**config.mk**
```make
export PLATFORM = sky130hd
export DESIGN_NAME = mni_relay_target
export DESIGN_NICKNAME = d
export VERILOG_FILES = /design/src/mni_pkg.sv /design/src/mni_relay_target.sv
export SDC_FILE = /design/constraint.sdc
export NUM_CORES = 1
export LEC_CHECK = 0
export ABC_AREA = 1
export BUFFER_PORTS_ARGS = -buffer_cell sky130_fd_sc_hd__clkbuf_2
export CAP_MARGIN = 10
export CORE_ASPECT_RATIO = 0.8
export CORE_UTILIZATION = 53
export DETAILED_ROUTE_END_ITERATION = 16
export PLACE_DENSITY = 0.78
export SETUP_SLACK_MARGIN = 0.3
export SLEW_MARGIN = 20
export SYNTH_ARGS = -nofsm -noshare
export SYNTH_HDL_FRONTEND = slang
export SYNTH_SLANG_ARGS = --single-unit
export TNS_END_PERCENT = 5
```
**constraint.sdc**
```tcl
create_clock -name clock -period 1.95 [get_ports clock]
set_clock_uncertainty 0.05 [all_clocks]
set_input_delay 0.195 -clock clock [delete_from_list [all_inputs] [get_ports clock]]
set_output_delay 0.195 -clock clock [all_outputs]
set_load 0.01 [all_outputs]
```
**src/mni_pkg.sv**
```systemverilog
// constants and types shared by the main-node serial relay target
package mni_pkg;

  // ************************************************************
  // target address and register map
  // ************************************************************
  localparam logic [3:0] ADDR_PREFIX = 4'hd; // upper four address bits 1101
  localparam logic [7:0] NODE_SELECT_OFFSET = 8'h01;
  localparam logic [7:0] SERIAL_PORT_CONFIG_OFFSET = 8'h02;
  localparam logic [7:0] SLOT_FORMAT_OFFSET = 8'h10;
  localparam logic [7:0] DATA_CONTROL_OFFSET = 8'h11;
  localparam logic [7:0] SERIAL_RATE_OFFSET = 8'h12;
  localparam logic [7:0] NODE_SELECT_RESET = 8'h00;
  localparam logic [7:0] SERIAL_PORT_CONFIG_RESET = 8'h00;

  // ************************************************************
  // field positions
  // ************************************************************
  localparam int NODE_IDX_LSB = 0;
  localparam int NODE_IDX_WIDTH = 4;
  localparam int PERI_BIT = 5;
  localparam int BRCST_BIT = 7;
  localparam int EACK_BIT = 0;
  localparam logic [7:0] READ_FAIL_DATA = 8'hff; // returned for a failed relayed read after the first byte of a burst

  // ************************************************************
  // timing
  // ************************************************************
  localparam int CLOCK_NS = 25;
  localparam int SCL_MAX_KHZ = 1000;
  localparam int SCL_MIN_HALF_NS = 1000000 / SCL_MAX_KHZ / 2;
  localparam int SCL_MIN_HALF_CYC = SCL_MIN_HALF_NS / CLOCK_NS; // rounded down, well above sync latency
  localparam logic [4:0] SF_TIMEOUT = 5'h1e; // 30 superframes

  // ************************************************************
  // state types
  // ************************************************************
  typedef enum logic [2:0] {
    ST_IDLE = 3'b000,
    ST_ADDR = 3'b001,
    ST_ACK = 3'b010,
    ST_RX = 3'b011,
    ST_STRETCH = 3'b100,
    ST_TX = 3'b101,
    ST_RACK = 3'b110
  } mni_state_t;

  typedef enum logic [1:0] {
    RL_IDLE = 2'b00,
    RL_PEND = 2'b01,
    RL_WAIT = 2'b10
  } mni_relay_t;

  typedef enum logic [1:0] {
    SK_WRITE = 2'b00,
    SK_READ_FIRST = 2'b01,
    SK_READ_NEXT = 2'b10
  } mni_stretch_t;

endpackage

```
**src/mni_relay_target.sv**
```systemverilog
// serial target of the main node with relay of bus-address accesses over the chain
`timescale 1ns/10ps
`default_nettype none

module mni_relay_target (
  input wire logic clock,
  input wire logic arst_n,
  input wire logic scl_in,
  output logic scl_oe,
  input wire logic sda_in,
  output logic sda_oe,
  input wire logic address_strap_low,
  input wire logic address_strap_high,
  input wire logic sf_control_start,
  input wire logic rf_valid,
  input wire logic rf_ok,
  input wire logic [7:0] rf_data,
  output logic cf_valid,
  output logic cf_write,
  output logic cf_broadcast,
  output logic cf_peripheral,
  output logic [mni_pkg::NODE_IDX_WIDTH-1:0] cf_node,
  output logic [7:0] cf_reg,
  output logic [7:0] cf_data,
  output logic [7:0] local_addr,
  input wire logic [7:0] local_rdata,
  output logic local_wr_en,
  output logic [7:0] local_wr_addr,
  output logic [7:0] local_wr_data,
  output logic serial_access_error_flag,
  input wire logic error_clear
);
  import mni_pkg::*;

  logic scl_s1, scl_s2, scl_s3, sda_s1, sda_s2, sda_s3;
  logic [1:0] strap_s1, strap_s2, strap_reg;
  logic strap_done_reg;
  logic [1:0] strap_wait_reg;
  logic scl_rise, scl_fall, start_cond, stop_cond;
  mni_state_t state_reg;
  mni_stretch_t kind_reg;
  mni_relay_t rly_state_reg;
  logic [3:0] bit_cnt_reg;
  logic [7:0] shift_reg, ptr_reg, tx_reg;
  logic is_bus_reg, is_read_reg, first_reg, host_ack_reg, launched_reg, eack_mode_reg;
  logic scl_oe_reg, sda_oe_reg;
  logic wr_en_reg;
  logic [7:0] wr_addr_reg, wr_data_reg;
  logic [7:0] node_select_reg, serial_port_config_reg;
  logic rly_go_reg, rq_write_reg, rq_bcast_reg;
  logic [7:0] rq_reg_reg, rq_data_reg;
  logic cf_valid_reg, cf_write_reg, cf_bcast_reg, cf_peri_reg;
  logic [NODE_IDX_WIDTH-1:0] cf_node_reg;
  logic [7:0] cf_reg_reg, cf_data_reg;
  logic [4:0] sf_cnt_reg;
  logic rly_done_reg, rly_ok_reg;
  logic [7:0] rly_rdata_reg;
  logic err_reg;
  logic rly_busy, addr_match;
  logic [7:0] rd_byte;

  // ************************************************************
  // helper functions
  // ************************************************************
  // registers whose writes are copied to every discovered node
  function automatic logic is_auto_bcast(input logic [7:0] a);
    return (a == SLOT_FORMAT_OFFSET) || (a == DATA_CONTROL_OFFSET) || (a == SERIAL_RATE_OFFSET);
  endfunction

  // read mux: own registers first, then the rest of the device
  function automatic logic [7:0] local_read(input logic [7:0] a, input logic [7:0] ext);
    if (a == NODE_SELECT_OFFSET) begin
      return node_select_reg;
    end
    if (a == SERIAL_PORT_CONFIG_OFFSET) begin
      return serial_port_config_reg;
    end
    return ext;
  endfunction

  // ************************************************************
  // pin synchronisers and strap capture
  // ************************************************************
  // three flops per bus pin, two per strap pin; edge detect looks only at second and third stage
  always_ff @(posedge clock or negedge arst_n) begin
    if (!arst_n) begin
      scl_s1 <= 1'b1;
      scl_s2 <= 1'b1;
      scl_s3 <= 1'b1;
      sda_s1 <= 1'b1;
      sda_s2 <= 1'b1;
      sda_s3 <= 1'b1;
      strap_s1 <= 2'h0;
      strap_s2 <= 2'h0;
    end else begin
      scl_s1 <= scl_in;
      scl_s2 <= scl_s1;
      scl_s3 <= scl_s2;
      sda_s1 <= sda_in;
      sda_s2 <= sda_s1;
      sda_s3 <= sda_s2;
      strap_s1 <= {address_strap_high, address_strap_low};
      strap_s2 <= strap_s1;
    end
  end

  // straps caught once, after the synchroniser has filled with pin levels
  always_ff @(posedge clock or negedge arst_n) begin
    if (!arst_n) begin
      strap_reg <= 2'h0;
      strap_done_reg <= 1'b0;
      strap_wait_reg <= 2'h0;
    end else if (!strap_done_reg) begin
      if (strap_wait_reg == 2'h2) begin
        strap_reg <= strap_s2;
        strap_done_reg <= 1'b1;
      end else begin
        strap_wait_reg <= strap_wait_reg + 2'h1;
      end
    end
  end

  // sampling at 40 MHz leaves many cycles per half period at 1 MHz
  assign scl_rise = scl_s2 && !scl_s3;
  assign scl_fall = !scl_s2 && scl_s3;
  assign start_cond = scl_s2 && scl_s3 && sda_s3 && !sda_s2;
  assign stop_cond = scl_s2 && scl_s3 && !sda_s3 && sda_s2;
  assign addr_match = strap_done_reg && (shift_reg[7:2] == {ADDR_PREFIX, strap_reg});
  assign rly_busy = (rly_state_reg != RL_IDLE) || rly_go_reg;
  assign rd_byte = local_read(ptr_reg, local_rdata);

  // ************************************************************
  // serial target state machine
  // ************************************************************
  always_ff @(posedge clock or negedge arst_n) begin
    if (!arst_n) begin
      state_reg <= ST_IDLE;
      kind_reg <= SK_WRITE;
      bit_cnt_reg <= 4'h0;
      shift_reg <= 8'h00;
      ptr_reg <= 8'h00;
      tx_reg <= 8'h00;
      is_bus_reg <= 1'b0;
      is_read_reg <= 1'b0;
      first_reg <= 1'b0;
      host_ack_reg <= 1'b0;
      launched_reg <= 1'b0;
      eack_mode_reg <= 1'b0;
      scl_oe_reg <= 1'b0;
      sda_oe_reg <= 1'b0;
      wr_en_reg <= 1'b0;
      wr_addr_reg <= 8'h00;
      wr_data_reg <= 8'h00;
      rly_go_reg <= 1'b0;
      rq_write_reg <= 1'b0;
      rq_bcast_reg <= 1'b0;
      rq_reg_reg <= 8'h00;
      rq_data_reg <= 8'h00;
    end else begin
      wr_en_reg <= 1'b0;
      rly_go_reg <= 1'b0;
      if (start_cond) begin
        state_reg <= ST_ADDR;
        bit_cnt_reg <= 4'h0;
        scl_oe_reg <= 1'b0;
        sda_oe_reg <= 1'b0;
      end else if (stop_cond) begin
        state_reg <= ST_IDLE;
        scl_oe_reg <= 1'b0;
        sda_oe_reg <= 1'b0;
      end else begin
        unique case (state_reg)
          ST_IDLE: begin
            scl_oe_reg <= 1'b0;
            sda_oe_reg <= 1'b0;
          end
          ST_ADDR, ST_RX: begin
            if (scl_rise) begin
              shift_reg <= {shift_reg[6:0], sda_s2};
              bit_cnt_reg <= bit_cnt_reg + 4'h1;
            end else if (scl_fall && bit_cnt_reg == 4'h8) begin
              if (state_reg == ST_ADDR) begin
                is_bus_reg <= shift_reg[1];
                is_read_reg <= shift_reg[0];
                first_reg <= !shift_reg[0];
                if (!addr_match) begin
                  state_reg <= ST_IDLE;
                end else if (shift_reg[1] && shift_reg[0]) begin
                  // relayed read fetched before the address ack so a failure can nak
                  rq_write_reg <= 1'b0;
                  rq_bcast_reg <= 1'b0;
                  rq_reg_reg <= ptr_reg;
                  kind_reg <= SK_READ_FIRST;
                  eack_mode_reg <= 1'b0;
                  launched_reg <= 1'b0;
                  scl_oe_reg <= 1'b1;
                  state_reg <= ST_STRETCH;
                end else begin
                  sda_oe_reg <= 1'b1;
                  state_reg <= ST_ACK;
                  if (shift_reg[0]) begin
                    tx_reg <= rd_byte;
                    ptr_reg <= ptr_reg + 8'h01;
                  end
                end
              end else if (first_reg) begin
                ptr_reg <= shift_reg;
                first_reg <= 1'b0;
                sda_oe_reg <= 1'b1;
                state_reg <= ST_ACK;
              end else if (is_bus_reg) begin
                // no arbitration with local writes at the subordinate; both land
                rq_write_reg <= 1'b1;
                rq_bcast_reg <= node_select_reg[BRCST_BIT];
                rq_reg_reg <= ptr_reg;
                rq_data_reg <= shift_reg;
                ptr_reg <= ptr_reg + 8'h01;
                wr_en_reg <= node_select_reg[BRCST_BIT];
                wr_addr_reg <= ptr_reg;
                wr_data_reg <= shift_reg;
                kind_reg <= SK_WRITE;
                eack_mode_reg <= serial_port_config_reg[EACK_BIT];
                launched_reg <= 1'b0;
                scl_oe_reg <= 1'b1;
                state_reg <= ST_STRETCH;
              end else begin
                wr_en_reg <= 1'b1;
                wr_addr_reg <= ptr_reg;
                wr_data_reg <= shift_reg;
                ptr_reg <= ptr_reg + 8'h01;
                if (is_auto_bcast(ptr_reg)) begin
                  rq_write_reg <= 1'b1;
                  rq_bcast_reg <= 1'b1;
                  rq_reg_reg <= ptr_reg;
                  rq_data_reg <= shift_reg;
                  kind_reg <= SK_WRITE;
                  eack_mode_reg <= 1'b0;
                  launched_reg <= 1'b0;
                  scl_oe_reg <= 1'b1;
                  state_reg <= ST_STRETCH;
                end else begin
                  sda_oe_reg <= 1'b1;
                  state_reg <= ST_ACK;
                end
              end
            end
          end
          ST_STRETCH: begin
            // hold the clock low; host must wait for the chain, or with early ack for a bus-address write only until the request is launched
            scl_oe_reg <= 1'b1;
            if (!launched_reg) begin
              if (!rly_busy) begin
                rly_go_reg <= 1'b1;
                launched_reg <= 1'b1;
              end
            end else if (eack_mode_reg && kind_reg == SK_WRITE) begin
              sda_oe_reg <= 1'b1;
              state_reg <= ST_ACK;
            end else if (rly_done_reg) begin
              unique case (kind_reg)
                SK_WRITE: begin
                  sda_oe_reg <= rly_ok_reg;
                  state_reg <= rly_ok_reg ? ST_ACK : ST_IDLE;
                end
                SK_READ_FIRST: begin
                  tx_reg <= rly_rdata_reg;
                  ptr_reg <= ptr_reg + 8'h01;
                  sda_oe_reg <= rly_ok_reg;
                  state_reg <= rly_ok_reg ? ST_ACK : ST_IDLE;
                end
                SK_READ_NEXT: begin
                  tx_reg <= rly_ok_reg ? rly_rdata_reg : READ_FAIL_DATA;
                  ptr_reg <= ptr_reg + 8'h01;
                  sda_oe_reg <= rly_ok_reg ? !rly_rdata_reg[7] : !READ_FAIL_DATA[7];
                  bit_cnt_reg <= 4'h0;
                  state_reg <= ST_TX;
                end
                default: state_reg <= ST_IDLE;
              endcase
            end
          end
          ST_ACK: begin
            scl_oe_reg <= 1'b0;
            if (scl_fall) begin
              bit_cnt_reg <= 4'h0;
              if (is_read_reg) begin
                sda_oe_reg <= !tx_reg[7];
                state_reg <= ST_TX;
              end else begin
                sda_oe_reg <= 1'b0;
                state_reg <= ST_RX;
              end
            end
          end
          ST_TX: begin
            scl_oe_reg <= 1'b0;
            if (scl_fall) begin
              if (bit_cnt_reg == 4'h7) begin
                sda_oe_reg <= 1'b0;
                state_reg <= ST_RACK;
              end else begin
                tx_reg <= {tx_reg[6:0], 1'b0};
                sda_oe_reg <= !tx_reg[6];
                bit_cnt_reg <= bit_cnt_reg + 4'h1;
              end
            end
          end
          ST_RACK: begin
            if (scl_rise) begin
              host_ack_reg <= !sda_s2;
            end else if (scl_fall) begin
              if (!host_ack_reg) begin
                state_reg <= ST_IDLE;
              end else if (is_bus_reg) begin
                rq_write_reg <= 1'b0;
                rq_bcast_reg <= 1'b0;
                rq_reg_reg <= ptr_reg;
                kind_reg <= SK_READ_NEXT;
                eack_mode_reg <= 1'b0;
                launched_reg <= 1'b0;
                scl_oe_reg <= 1'b1;
                state_reg <= ST_STRETCH;
              end else begin
                tx_reg <= rd_byte;
                sda_oe_reg <= !rd_byte[7];
                ptr_reg <= ptr_reg + 8'h01;
                bit_cnt_reg <= 4'h0;
                state_reg <= ST_TX;
              end
            end
          end
          default: state_reg <= ST_IDLE;
        endcase
      end
    end
  end

  // ************************************************************
  // own registers
  // ************************************************************
  // written from base-address or broadcast writes only; otherwise held
  always_ff @(posedge clock or negedge arst_n) begin
    if (!arst_n) begin
      node_select_reg <= NODE_SELECT_RESET;
      serial_port_config_reg <= SERIAL_PORT_CONFIG_RESET;
    end else if (wr_en_reg) begin
      if (wr_addr_reg == NODE_SELECT_OFFSET) begin
        node_select_reg <= wr_data_reg;
      end
      if (wr_addr_reg == SERIAL_PORT_CONFIG_OFFSET) begin
        serial_port_config_reg <= wr_data_reg;
      end
    end
  end

  // ************************************************************
  // chain relay engine
  // ************************************************************
  // request waits for the next control field, then for a response or timeout
  always_ff @(posedge clock or negedge arst_n) begin
    if (!arst_n) begin
      rly_state_reg <= RL_IDLE;
      sf_cnt_reg <= 5'h00;
      cf_valid_reg <= 1'b0;
      cf_write_reg <= 1'b0;
      cf_bcast_reg <= 1'b0;
      cf_peri_reg <= 1'b0;
      cf_node_reg <= '0;
      cf_reg_reg <= 8'h00;
      cf_data_reg <= 8'h00;
      rly_done_reg <= 1'b0;
      rly_ok_reg <= 1'b0;
      rly_rdata_reg <= 8'h00;
    end else begin
      cf_valid_reg <= 1'b0;
      rly_done_reg <= 1'b0;
      unique case (rly_state_reg)
        RL_IDLE: begin
          sf_cnt_reg <= 5'h00;
          if (rly_go_reg) begin
            rly_state_reg <= RL_PEND;
          end
        end
        RL_PEND: begin
          if (sf_control_start) begin
            cf_valid_reg <= 1'b1;
            cf_write_reg <= rq_write_reg;
            cf_bcast_reg <= rq_bcast_reg && rq_write_reg;
            cf_peri_reg <= node_select_reg[PERI_BIT];
            cf_node_reg <= node_select_reg[NODE_IDX_LSB +: NODE_IDX_WIDTH];
            cf_reg_reg <= rq_reg_reg;
            cf_data_reg <= rq_data_reg;
            sf_cnt_reg <= 5'h01;
            rly_state_reg <= RL_WAIT;
          end
        end
        RL_WAIT: begin
          if (rf_valid) begin
            rly_done_reg <= 1'b1;
            rly_ok_reg <= rf_ok;
            rly_rdata_reg <= rf_data;
            rly_state_reg <= RL_IDLE;
          end else if (sf_control_start) begin
            if (sf_cnt_reg == SF_TIMEOUT) begin
              rly_done_reg <= 1'b1;
              rly_ok_reg <= 1'b0;
              rly_state_reg <= RL_IDLE;
            end else begin
              sf_cnt_reg <= sf_cnt_reg + 5'h01;
            end
          end
        end
        default: rly_state_reg <= RL_IDLE;
      endcase
    end
  end

  // sticky error; a new failure wins over a clear in the same cycle
  always_ff @(posedge clock or negedge arst_n) begin
    if (!arst_n) begin
      err_reg <= 1'b0;
    end else if (rly_done_reg && !rly_ok_reg) begin
      err_reg <= 1'b1;
    end else if (error_clear) begin
      err_reg <= 1'b0;
    end
  end

  // ************************************************************
  // outputs
  // ************************************************************
  assign scl_oe = scl_oe_reg;
  assign sda_oe = sda_oe_reg;
  assign cf_valid = cf_valid_reg;
  assign cf_write = cf_write_reg;
  assign cf_broadcast = cf_bcast_reg;
  assign cf_peripheral = cf_peri_reg;
  assign cf_node = cf_node_reg;
  assign cf_reg = cf_reg_reg;
  assign cf_data = cf_data_reg;
  assign local_addr = ptr_reg;
  assign local_wr_en = wr_en_reg;
  assign local_wr_addr = wr_addr_reg;
  assign local_wr_data = wr_data_reg;
  assign serial_access_error_flag = err_reg;
endmodule // mni_relay_target

`default_nettype wire

```
# --- Word level (Yosys, flattened, before mapping) ---
# Index checks and enable logic that the tools add are counted.
classes:
  reduce_logical: 68
  muxes: 215
  n_addsub: 4
  n_eq_ne: 87
  n_bitwise: 7
ops:
  columns: ["cell", "count"]
  rows:
  - ["$mux W8", 49]
  - ["$mux W1", 93]
  - ["$ne A3 B3 Y1 const B", 21]
  - ["$mux W3", 20]
  - ["$mux W4", 14]
  - ["$ne A4 B4 Y1 const B", 12]
  - ["$ne A2 B2 Y1 const B", 23]
  - ["$mux W2", 18]
  - ["$pmux W8 S2", 2]
  - ["$pmux W8 S4", 1]
  - ["$reduce_and A16 Y1", 2]
  - ["$reduce_and A13 Y1", 2]
  - ["$ne A5 B5 Y1 const B", 5]
  - ["$eq A8 B5 Y1 const B", 3]
  - ["$ne A6 B6 Y1 const B", 4]
  - ["$pmux W8 S3", 1]
  - ["$mux W5", 4]
  - ["$pmux W4 S5", 1]
  - ["$reduce_and A19 Y1", 1]
  - ["$pmux W3 S6", 1]
  - ["$eq A8 B1 Y1 const B", 2]
  - ["$eq A8 B2 Y1 const B", 2]
  - ["$pmux W5 S3", 1]
  - ["$reduce_and A14 Y1", 1]
  - ["42 further kinds", 98]
totals:
  register_bits: 150
  output_inout_bits: 52
  wordCells: 429

# --- Logic depth before layout (Yosys ltp) ---
logic_depth:
  word_depth: 13
  mapped_depth: 15

# --- Worst setup path before layout ---
# Ideal clock, no wire load.
synth_timing:
  path_kind: "register to register"
  from: "register state_reg[2]"
  to: "register rq_data_reg[6]"
  slack_ns: -0.084
  required_time_ns: 1.778
  arrival_ns: 1.862
  period_less_slack_ns: 2.034
  stages_incl_launch_ff: 12
  setup_time_ns: 0.122
  path_buffers: 4
  path_cell_list: "dfrtp_1 > buf_6 > inv_1 > ha_1 > clkbuf_1 > nand2_1 > nor3_2 > buf_4 > nand2_2 > buf_6 > nand2_1 > o21ai_1"
synth_between:
  elab_chain_len: 3
  elab_cells_between_ends: 5
  cone_classes: "2 x eq/ne; 1 x bitwise; 2 x reduce/logical"
synth_lines:
  columns: ["item", "line_no", "text"]
  rows:
  - ["from (decl)", "mni_relay_target.sv:40", "mni_state_t state_reg;"]
  - ["from (signal assigned)", "mni_relay_target.sv:263", "state_reg <= rly_ok_reg ? ST_ACK : ST_IDLE;"]
  - ["from (signal assigned)", "mni_relay_target.sv:269", "state_reg <= rly_ok_reg ? ST_ACK : ST_IDLE;"]
  - ["$eq A3 B1 Y1 / $eq A3 B2 Y1 (equally long branches)", "mni_relay_target.sv:172, mni_relay_target.sv:182", null]
  - ["$reduce_or A2 Y1 / $not A1 Y1 (equally long branches)", null, null]
  - ["$reduce_and A8 Y1 (no source line) *", null, null]
  - ["to (signal assigned)", "mni_relay_target.sv:216", "rq_data_reg <= shift_reg;"]
  - ["to (signal assigned)", "mni_relay_target.sv:235", "rq_data_reg <= shift_reg;"]
  - ["to (decl)", "mni_relay_target.sv:51", "logic [7:0] rq_reg_reg, rq_data_reg;"]
# Mark *: on every way between the ends. The rest lies on a longest branch, timed or not.
# A chain may end at the register's enable or synchronous reset.

# --- Final worst setup path ---
layout_timing:
  from: "register ptr_reg[0] (netlist: local_addr[0])"
  to: "register kind_reg[1]"
layout_between:
  elab_chain_len: 5
  elab_cells_between_ends: 7
  cone_classes: "4 x eq/ne; 3 x reduce/logical"
layout_lines:
  columns: ["item", "line_no", "text"]
  rows:
  - ["from (decl)", "mni_relay_target.sv:44", "logic [7:0] shift_reg, ptr_reg, tx_reg;"]
  - ["from (signal assigned)", "mni_relay_target.sv:203", "ptr_reg <= ptr_reg + 8'h01;"]
  - ["from (signal assigned)", "mni_relay_target.sv:207", "ptr_reg <= shift_reg;"]
  - ["from (signal assigned)", "mni_relay_target.sv:217", "ptr_reg <= ptr_reg + 8'h01;"]
  - ["$eq A8 B5 Y1", "mni_relay_target.sv:67", "return (a == SLOT_FORMAT_OFFSET) || (a == DATA_CONTROL_OFFSET) || (a == SERIAL_RATE_OFFSET);"]
  - ["$logic_or A1 B1 Y1", "mni_relay_target.sv:67", null]
  - ["$logic_or A1 B1 Y1 *", "mni_relay_target.sv:67", null]
  - ["$ne A4 B4 Y1 (no source line) *", null, null]
  - ["$reduce_and A13 Y1 (no source line) *", null, null]
  - ["to (signal assigned)", "mni_relay_target.sv:138", "kind_reg <= SK_WRITE;"]
  - ["to (signal assigned)", "mni_relay_target.sv:193", "kind_reg <= SK_READ_FIRST;"]
  - ["to (signal assigned)", "mni_relay_target.sv:221", "kind_reg <= SK_WRITE;"]
  - ["to (decl)", "mni_relay_target.sv:41", "mni_stretch_t kind_reg;"]
# Marks and branches as above.

==> summary.md <==
| Metric | Value |
|---|---|
| Gpl congestion | `0.940` |
| FMAX | `512 MHz` |
| Fin Hold WS | `0.0303 ns` |
| GRT overflow | `0` |
| DRT Pass-1 Iters | `5` |
| Placed Cells | `1227` |
| Final hold violations | `0` |
| Worst vdd ir | `0.851 mV` |
| TritonCTS Buffers | `17` |
| CTS Buffer Depth | `2` |
| Post-place instance area | `8560 um^2` |
| Final setup viols | `1` |
| Antenna Nets Post-Route | `0` |
| Initial core utilization | `55.0%` |
| H-Tree Depth | `4` |
| Sequential share of the synthesized area | `49.9%` |
| Switching Share | `36.4%` |
| Pwr dens | `1090 nW/um^2` |
| CTS tree | `done` |
| 1st-iter DRT viols | `595` |
| Mean Syn Cell Area | `8.05 um^2` |
| Final core utilization | `74.6%` |
| Area growth, synth to finish | `35.5%` |
| Post-synth top area share | `47.8%` |
| Nets@finish | `1173` |
| Die area | `14700 um^2` |
| Die extent in x | `135 um` |
| Crit end category | `register` |
| Clock Power Share | `30.1%` |
| Largest cells by area after synthesis | `dfrtp_1 (48%), nand2_1 (16%), o21ai_0 (4.6%), inv_1 (4.5%), ha_1 (3.7%)` |
| Routed wire length | `21600 um` |
| Clk slew on worst S/H paths | `0.06 ns` |
| Power Total | `11.2 mW` |
| IO Port Bufs | `77` |
| Rel. slew slack | `69.5%` |
| Post-synth EDFFs | `0` |
| Tot GR Track Use | `29.5%` |
| Sequential power share | `35.7%` |
| Top post-synthesis cells by count | `nand2_1 (330), dfrtp_1 (144), inv_1 (90), o21ai_0 (69), nor2_1 (67)` |
| Fill cells | `943` |
| Root Driver | `clkbuf_16` |
| Synth async-reset ratio | `100%` |
| Vias post-DR | `7188` |
| Distinct cell type count after synthesis | `41` |
| Synth area leader | `dfrtp_1` |
| Combinational group share of total power | `34.2%` |
| HP Class | `input port to register` |
| Vias in the first global route | `6722` |
| CTS Sinks | `150` |
| Fin worst setup slack | `-0.00392 ns` |
| Synthesized cell area | `7530 um^2` |
| Clock latency on the worst-skew pair | `0.43 ns` |
| Leakage power | `5.16 nW` |
| Largest net degree at the start of global routing | `48` |
| Max_cap viols | `0` |
| Die height | `109 um` |
| Outcome | `finished with violations` |
| CP required | `2.22 ns` |
| Part of the cycle the worst path needs | `100%` |
| Max-slew violation count | `0` |
| Number of synthesis warnings | `0` |
| Crit path kind | `register to register` |
| RSZ-0062 raised after global routing | `yes` |
| Post-detail-place hpwl | `13700 um` |
| Synth Instances | `936` |
| Crit path time final | `1.95 ns` |
| Synth Flop Type | `dfrtp_1` |
| Post-route cell area | `10200 um^2` |
| Flop-to-flop setup slack | `-0.004 ns` |
| Row Count | `38` |
| Maximum net fanout on the critical path | `6` |
| Initial antenna violation count | `0` |
| Synthesized Nets | `984` |
| Register bit total from synthesis | `150` |
| Net Switching | `4.07 mW` |
| DR DRC count | `0` |
| N_diodes | `0` |
| Share of layout cells above drive strength 1 | `32.9%` |
| Violated checks | `setup timing` |
| Post-layout instance count excluding filler cells | `1318` |
| Vias per std cell | `5.45` |
| First-pass GRT wire length | `33200 um` |
| Core area | `13700 um^2` |
| I/O Pins | `78` |
| Worst path arrival time | `2.23 ns` |
| Power Internal | `7.09 mW` |
| WL/cell | `16.4 um` |
| Worst Setup Start Kind | `register` |
| Most frequent cell after synthesis | `nand2_1` |
| Worst Tran Pin Value | `0.457 ns` |
path summary, 6_finish.rpt:
path	from	to	depth (start not counted)
hold reg to reg	strap_s1[0]	strap_s2[0]	0
min in group asynchronous	arst_n	cf_node[0]	2
setup / recovery	local_addr[0]	kind_reg[1]	14
hold / removal	rf_ok	rly_ok_reg	3
max in group asynchronous	arst_n	scl_s3	3
setup reg to reg	local_addr[0]	kind_reg[1]	14
worst max-delay path, stage by stage, from the launching register on:
cell       delay [ns]
dfrtp_2          0.45
inv_2            0.11
ha_4             0.13
inv_1            0.03
nand2_1          0.06
nand2_1          0.06
nand2_2          0.09
nand2_2          0.08
nand2_4          0.09
o21ai_4          0.07
nor2_4           0.16
nand4_4          0.14
clkbuf_16        0.21
nand2_4          0.05
nand2_1          0.05
routing by layer:
metal  up-vias  routed length (um)  part of all wire, %  GRT usage (%)
li1       3354                   -                    -              -
met1      3445                9400                   44           40.7
met2       328               10200                   47           46.1
met3        61                1520                  7.0           5.81
met4         0                 498                  2.3           11.8
met5         -                   0                    0              0
stage by stage:
step           setup WS [ns]   TNS, ns
2_1_floorplan          0.151         0
3_3_place_gp          0.0510         0
3_5_place_dp        -0.00152  -0.00152
4_1_cts                0.105         0
5_1_grt              -0.0683    -0.677
6_report            -0.00392  -0.00392
layout by cell type, fill, tap and decap left out, drive strengths merged, types with 5 or more instances in the layout:
| master | count |
|---|---|
| nand3 | 51 |
| clkinv | 5 |
| dfrtp | 144 |
| mux2 | 9 |
| nand2 | 343 |
| nor3 | 13 |
| a21oi | 11 |
| buf | 96 |
| nor2 | 78 |
| o211ai | 6 |
| inv | 107 |
| dfstp | 6 |
| dlygate4sd3 | 14 |
| clkbuf | 96 |
| nand4 | 9 |
| o21ai | 99 |
| ha | 22 |
cell type report:
| cell class | count | area [um^2] | share of cell area (%) |
|---|---|---|---|
| sequential | 150 | 3770 | 36.9 |
| multi-input combinational | 663 | 3720 | 36.5 |
| timing repair buffer | 189 | 1480 | 14.4 |
| clock buffer | 18 | 429 | 4.20 |
| inverter | 103 | 418 | 4.09 |
| tap | 180 | 225 | 2.21 |
| clock inverter | 14 | 165 | 1.62 |
| timing repair inverter | 1 | 5.00 | 0.0490 |
cell families (layout without fill, tap and decap cells):
logic type | count (synthesis) | in the layout | share of synthesized area [%]
simple gates | 504 | 505 | 28.9
buf+inv | 124 | 325 | 6.97
mux | 9 | 9 | 1.35
fa+ha+maj | 22 | 22 | 3.65
compound gates | 123 | 123 | 8.75
xor+xnor | 4 | 4 | 0.465
flops | 150 | 150 | 49.9
power by group through the flow:
stage | Clock, mW | Combinational [mW] | Sequential [mW]
after global routing | 3.52 | 4.18 | 4.03
after global placement | 0 | 2.75 | 3.99
final | 3.36 | 3.81 | 3.99
after floorplan | 0 | 1.82 | 3.98
after detailed placement | 0 | 2.83 | 3.99
after CTS | 3.39 | 3.19 | 3.94
repair_timing:
action	in CTS	in global routing
gates cloned	2	3
endpoints found under the setup margin	67	84
gates resized for setup	26	126
pin swaps	11	49
hold buffers	14	0
endpoints found under the hold margin	57	0
buffers inserted	21	19
No activity file was read; power rests on OpenSTA's default activity.
